===== config.mk =====
export PLATFORM = sky130hd
export DESIGN_NAME = cfgsq_controller
export DESIGN_NICKNAME = d
export VERILOG_FILES = /design/src/pkg/cfgsq_pkg.sv /design/src/hdl/cfgsq_controller.sv
export SDC_FILE = /design/constraint.sdc
export NUM_CORES = 1
export LEC_CHECK = 0
export ABC_CLOCK_PERIOD_IN_PS = 2490
export BUFFER_PORTS_ARGS = -buffer_cell sky130_fd_sc_hd__buf_2
export CAP_MARGIN = 10
export CORE_ASPECT_RATIO = 0.5
export CORE_MARGIN = 8
export CORE_UTILIZATION = 35
export DETAILED_ROUTE_END_ITERATION = 7
export GPL_TIMING_DRIVEN = 1
export SYNTH_ARGS = -nofsm -noshare
export SYNTH_HDL_FRONTEND = slang
export SYNTH_SLANG_ARGS = --single-unit

===== constraint.sdc =====
create_clock -name clk -period 2.49 [get_ports clk]
set_input_delay 0.3735 -clock clk [delete_from_list [all_inputs] [get_ports clk]]
set_output_delay 0.3735 -clock clk [all_outputs]
set_load 0.02 [all_outputs]

===== src/pkg/cfgsq_pkg.sv =====
/*
 Constants and carrier types for the configuration sequence controller.
 Assumes a 125 MHz system clock and an asynchronous active-low reset.
*/
package cfgsq_pkg;

	// ==========================================
	// Timing.
	localparam int CLK_PERIOD_NS = 8;
	localparam int POR_DELAY_NS = 1000;
	localparam int POR_DELAY_CYC = (POR_DELAY_NS + CLK_PERIOD_NS - 1) / CLK_PERIOD_NS;
	localparam int INIT_CYCLES = 64;
	localparam int IMAGE_WORDS = 256;
	localparam int CNT_W = 16;
	localparam int ADDR_W = 16;
	localparam int DATA_W = 32;
	localparam int SUPPLY_N = 3;

	// ==========================================
	// Reset values.
	localparam logic [CNT_W-1:0] CNT_RST = 16'h0000;
	localparam logic [ADDR_W-1:0] ADDR_RST = 16'h0000;

	// ==========================================
	// Life-cycle stages.
	typedef enum logic [2:0] {
		ST_POWERUP = 3'b000,
		ST_POR_WAIT = 3'b001,
		ST_CONFIG = 3'b010,
		ST_ERROR = 3'b011,
		ST_WAIT_DONE = 3'b100,
		ST_INIT = 3'b101,
		ST_USER = 3'b110
	} cfgsq_state_t;

	// Flash read request and memory write carriers.
	typedef struct packed {
		logic req;
		logic [ADDR_W-1:0] addr;
	} cfgsq_flash_req_t;

	typedef struct packed {
		logic we;
		logic [ADDR_W-1:0] addr;
		logic [DATA_W-1:0] data;
	} cfgsq_mem_wr_t;

	// Whole module state.
	typedef struct packed {
		cfgsq_state_t st;
		logic [CNT_W-1:0] cnt;
		logic [ADDR_W-1:0] rd_addr;
		logic rd_pend;
		cfgsq_mem_wr_t wr;
		logic status_low;
		logic done_low;
	} cfgsq_regs_t;

endpackage


===== src/hdl/cfgsq_controller.sv =====
/*
 Configuration sequence controller: power-up, image copy, initialization, user mode.
 Assumes flash returns data one or more cycles after a read request, and that
 an outside resolver forms open-drain wire levels from the output enables.
*/
`timescale 1ns/1ps
module cfgsq_controller #(
	parameter int IMAGE_WORDS = cfgsq_pkg::IMAGE_WORDS,
	parameter int INIT_CYCLES = cfgsq_pkg::INIT_CYCLES
) (
	// Clock and reset.
	input wire logic clk,
	input wire logic nrst,
	// Supply monitors and options.
	input wire logic [cfgsq_pkg::SUPPLY_N-1:0] supply_good,
	input wire logic auto_restart,
	input wire logic io_config_bits,
	input wire logic keep_config_pins,
	// Configuration pins.
	input wire logic reconfig_request_n,
	input wire logic config_status_n_in,
	output logic config_status_n_out,
	output logic config_status_n_oe_n,
	input wire logic config_complete_in,
	output logic config_complete_out,
	output logic config_complete_oe_n,
	input wire logic image_select,
	input wire logic scan_port_enable,
	input wire logic global_clear_n,
	input wire logic global_output_enable,
	input wire logic integrity_fault,
	output logic integrity_fault_out,
	output logic integrity_fault_oe_n,
	// Internal flash read port.
	output cfgsq_pkg::cfgsq_flash_req_t flash_rd,
	input wire logic flash_valid,
	input wire logic flash_error,
	input wire logic [cfgsq_pkg::DATA_W-1:0] flash_data,
	output logic flash_bank,
	// Configuration memory write port.
	output cfgsq_pkg::cfgsq_mem_wr_t mem_wr,
	// User I/O control and status.
	output logic io_weak_pullup,
	output logic io_tristate,
	output logic user_mode,
	output logic user_clear_n,
	output logic user_oe,
	output logic pins_user_io,
	output logic scan_pins_user_io,
	output cfgsq_pkg::cfgsq_state_t stage
);

	cfgsq_pkg::cfgsq_regs_t r;
	cfgsq_pkg::cfgsq_regs_t next_r;
	logic supplies_ok;
	logic last_word;

	// ==========================================
	// Next-state logic.
	localparam int ADDR_W_L = cfgsq_pkg::ADDR_W;
	typedef logic [ADDR_W_L-1:0] cfgsq_addr_t;

	assign supplies_ok = &supply_good;
	assign last_word = (r.rd_addr == cfgsq_addr_t'(IMAGE_WORDS - 1));

	always_comb begin
		next_r = r;
		next_r.wr.we = 1'b0;
		case (r.st)
			cfgsq_pkg::ST_POWERUP: begin
				next_r.status_low = 1'b1;
				next_r.done_low = 1'b1;
				next_r.cnt = cfgsq_pkg::CNT_RST;
				if (supplies_ok) begin
					next_r.st = cfgsq_pkg::ST_POR_WAIT;
				end
			end
			cfgsq_pkg::ST_POR_WAIT: begin
				if (!supplies_ok) begin
					next_r.st = cfgsq_pkg::ST_POWERUP;
				end else if (r.cnt == cfgsq_pkg::CNT_W'(cfgsq_pkg::POR_DELAY_CYC - 1)) begin
					next_r.st = cfgsq_pkg::ST_CONFIG;
					next_r.cnt = cfgsq_pkg::CNT_RST;
					next_r.rd_addr = cfgsq_pkg::ADDR_RST;
					next_r.rd_pend = 1'b0;
					next_r.status_low = 1'b0;
				end else begin
					next_r.cnt = r.cnt + 16'h0001;
				end
			end
			cfgsq_pkg::ST_CONFIG: begin
				if (flash_error) begin
					next_r.st = cfgsq_pkg::ST_ERROR;
					next_r.status_low = 1'b1;
					next_r.rd_pend = 1'b0;
				end else if (!r.rd_pend) begin
					next_r.rd_pend = 1'b1;
				end else if (flash_valid) begin
					next_r.rd_pend = 1'b0;
					next_r.wr.we = 1'b1;
					next_r.wr.addr = r.rd_addr;
					next_r.wr.data = flash_data;
					if (last_word) begin
						next_r.st = cfgsq_pkg::ST_WAIT_DONE;
						next_r.done_low = 1'b0;
					end else begin
						next_r.rd_addr = r.rd_addr + 16'h0001;
					end
				end
			end
			cfgsq_pkg::ST_ERROR: begin
				if (auto_restart) begin
					next_r.st = cfgsq_pkg::ST_POR_WAIT;
					next_r.cnt = cfgsq_pkg::CNT_RST;
				end
				// without auto_restart, error held on status until host request
			end
			cfgsq_pkg::ST_WAIT_DONE: begin
				if (config_complete_in) begin
					next_r.st = cfgsq_pkg::ST_INIT;
					next_r.cnt = cfgsq_pkg::CNT_RST;
				end
			end
			cfgsq_pkg::ST_INIT: begin
				if (r.cnt == cfgsq_pkg::CNT_W'(INIT_CYCLES - 1)) begin
					next_r.st = cfgsq_pkg::ST_USER;
				end else begin
					next_r.cnt = r.cnt + 16'h0001;
				end
			end
			cfgsq_pkg::ST_USER: begin
				next_r.st = cfgsq_pkg::ST_USER;
			end
			default: begin
				next_r.st = cfgsq_pkg::ST_POWERUP;
			end
		endcase
		if (!reconfig_request_n) begin
			next_r.st = cfgsq_pkg::ST_POR_WAIT;
			next_r.cnt = cfgsq_pkg::CNT_RST;
			next_r.rd_pend = 1'b0;
			next_r.status_low = 1'b1;
			next_r.done_low = 1'b1;
		end
		if (!supplies_ok) begin
			next_r.st = cfgsq_pkg::ST_POWERUP;
			next_r.status_low = 1'b1;
			next_r.done_low = 1'b1;
		end
	end

	always_ff @(posedge clk or negedge nrst) begin
		if (!nrst) begin
			r <= '{st: cfgsq_pkg::ST_POWERUP, cnt: cfgsq_pkg::CNT_RST,
				rd_addr: cfgsq_pkg::ADDR_RST, rd_pend: 1'b0,
				wr: '0, status_low: 1'b1, done_low: 1'b1};
		end else begin
			r <= next_r;
		end
	end

	// ==========================================
	// Outputs.
	// open-drain lines, enable low drives
	assign config_status_n_out = 1'b0;
	assign config_status_n_oe_n = !(r.status_low || !reconfig_request_n);
	assign config_complete_out = 1'b0;
	assign config_complete_oe_n = !(r.done_low || !reconfig_request_n);
	assign integrity_fault_out = 1'b0;
	assign integrity_fault_oe_n = !(integrity_fault && user_mode);
	assign flash_bank = image_select;
	assign flash_rd.req = (r.st == cfgsq_pkg::ST_CONFIG) && r.rd_pend && !flash_valid;
	assign flash_rd.addr = r.rd_addr;
	assign mem_wr = r.wr;
	assign stage = r.st;
	assign user_mode = (r.st == cfgsq_pkg::ST_USER);
	assign io_weak_pullup = !user_mode && io_config_bits;
	assign io_tristate = !user_mode && !io_config_bits;
	assign user_clear_n = !user_mode || global_clear_n;
	assign user_oe = user_mode && global_output_enable;
	assign pins_user_io = user_mode && !keep_config_pins;
	assign scan_pins_user_io = user_mode && !scan_port_enable;
endmodule


==> flow_summary.json <==
{
  "grt_usage_pct": 12.24,
  "netlist_instances": 468,
  "synth_warnings": 0,
  "tns_ps": 0,
  "slew_violations": 0,
  "n_antenna_cell": 0,
  "regArea_um2": 2180,
  "gp_congestion": 0.7844,
  "final_util_pct": 40.46,
  "async_flop_share_pct": 100.0,
  "rows": 30,
  "clock_tree.root_cell": "clkbuf_16",
  "route.vias.total": 3526,
  "port_buffers": 126,
  "fmax_mhz": 465.6,
  "post-route-min-period_ps": 2148,
  "synth_edf_count": 0,
  "tightest_slew_ps": 681.8,
  "final_net_count": 578,
  "grt_pass1_vias": 3515,
  "ir_drop_mv": 0.3175,
  "area_growth_pct": 12.85,
  "synth_area_leader_cell": "dfrtp_1",
  "hp-class": "input port to async pin",
  "multi_input_area_um2": 1979,
  "postCtsSetupRepairBufs": 0,
  "violations": "hold timing",
  "drt_iter0_drc": 223,
  "setup.worst_path.start_class": "flop",
  "status": "complete, but fails checks",
  "initial_core_util_pct": 35.85,
  "fin_skew_ps": 8.362,
  "ant_nets": 0,
  "avgSynthCellArea_um2": 10.38,
  "drive_above_1_share_pct": 41.10,
  "wl_per_cell_um": 15.03,
  "ff2ff_setup_slack_ps": 340,
  "path_class": "flop to flop",
  "synthFlopType": "dfrtp_1",
  "cts_buffer_depth": 2,
  "antenna_found_initial": 1,
  "yosysSeqAreaShare_pct": 44.86,
  "cts.sinks": 87,
  "synth_cell_types": 60,
  "synthTopCellsByArea": "dfrtp_1, mux2_2, buf_4",
  "rsz0062_at_grt": "no",
  "firstDrtPassIters": 4,
  "die_x_um": 182.6,
  "required_ps": 2750,
  "hpwl_um": 8037,
  "grt_overflow_total": 0,
  "avgViaCountPerCell": 4.897,
  "worstPathArrival_ps": 2410,
  "drc_errors": 0,
  "p_leak_nw": 2.808,
  "dieArea_um2": 18140,
  "synth_top_area_share_pct": 43.78,
  "grt_pass1_wl_um": 18310,
  "clkTransAtPathRegs_ps": 60,
  "cts.repair.resized": 0,
  "critPathCaptureType": "flop",
  "syn_area_um2": 4858,
  "cts_tree": "done",
  "powerDensity_nw_per_um2": 510.2,
  "coreArea_um2": 13550,
  "finalCritPeriodShare_pct": 86.26,
  "drv_cap": 0,
  "die_y_um": 99.31,
  "ios": 133,
  "crit_fanout": 16,
  "grt_max_degree": 35,
  "worstSkewPairLatency_ps": 340,
  "cts_buffers": 9,
  "fill_cells": 1323,
  "setup_violations": 0,
  "drt-total-wl_um": 10820,
  "synth-seq-cells": 87,
  "maxSlewHeadroom_pct": 54.40,
  "ctsHtreeMaxLevel": 3,
  "cts_hold_buf": 0,
  "whs_ps": -14.56,
  "hold_viol": 10
}
cell usage in the layout, fill, tap and decap left out, drive strengths merged, types with 5 or more instances in the layout:
cell type / instances
nor4: 5
nor2b: 6
mux2: 49
nand3: 12
dfrtp: 85
clkbuf: 10
a21oi: 17
buf: 140
a31oi: 17
a221o: 6
o21ai: 13
a41oi: 6
inv: 14
nor2: 20
nand2: 29
nand4: 8
and3: 20
kinds of logic after synthesis:
logic type	Yosys count	synth area share, %
compound gates	90	13.37
fa+ha+maj	4	1.030
buf+inv	110	14.58
flops	87	44.86
mux	53	12.18
other cells	1	0.07719
simple gates	123	13.91
per-layer routing:
metal | global-route usage (%) | part of all wire, % | up-vias
met5 | 0 | 0.074 | -
met4 | 3.256 | 1.0 | 2
met3 | 4.292 | 6.7 | 9
met2 | 20.05 | 48 | 77
met1 | 15.16 | 44 | 1711
li1 | - | - | 1727
per-stage QoR:
| stage | area, µm² | hold slack, ps | total power [mW] | worst slack, ps | std cells |
|---|---|---|---|---|---|
| after global routing | 5483 | 26.73 | 2.920 | 157.4 | 720 |
| final | 5483 | -14.56 | 2.797 | 342.2 | 720 |
| after floorplan | 4866 | 77.91 | 1.504 | 559.8 | 470 |
| after CTS | 5483 | 0.4477 | 2.851 | 337.3 | 720 |
| after detailed placement | 5211 | 368.5 | 1.587 | 352.3 | 705 |
| after global placement | 5211 | 368.6 | 1.584 | 375.2 | 705 |
layout make-up:
| class | instances | share of cell area, % |
|---|---|---|
| Tap cell | 192 | 4.382 |
| Clock buffer | 10 | 4.359 |
| Inverter | 13 | 0.8900 |
| Clock inverter | 5 | 0.5933 |
| Sequential cell | 87 | 39.75 |
| Timing Repair Buffer | 140 | 13.92 |
| Multi-Input combinational cell | 273 | 36.10 |
worst max-delay path, stage by stage, from the launching register on:
cell and delay (ps):
dfrtp_1 610, or3b_1 460, or3_4 430, a21oi_4 140
buf_4 240, mux2i_1 200
where the power goes:
group          internal [mW]  switching (mW)
combinational         0.0542          0.0814
clock                  0.697           0.542
sequential              1.42         0.00633
synth_stat cells (12+ instances only):
cell type  number
a21oi_1        16
a31oi_1        17
and3_1         20
buf_2          13
buf_4          72
dfrtp_1        85
inv_1          13
mux2_2         49
nand2_1        28
nand3_1        12
nor2_1         20
final timing paths:
check,from,end,depth (start not counted)
min,nrst,r[71],1
min reg2reg,mem_wr[32],mem_wr[32],1
max in group asynchronous,nrst,mem_wr[32],2
max,stage[0],flash_rd[1],5
max reg2reg,stage[0],flash_rd[1],5
min in group clk,flash_data[23],mem_wr[23],2
state kept, by name, summed over array words and instances (netlist names):
register  flops
flash_rd     16
mem_wr       49
r            19
stage         3
Note: power is estimated with default switching activity, not from simulation.
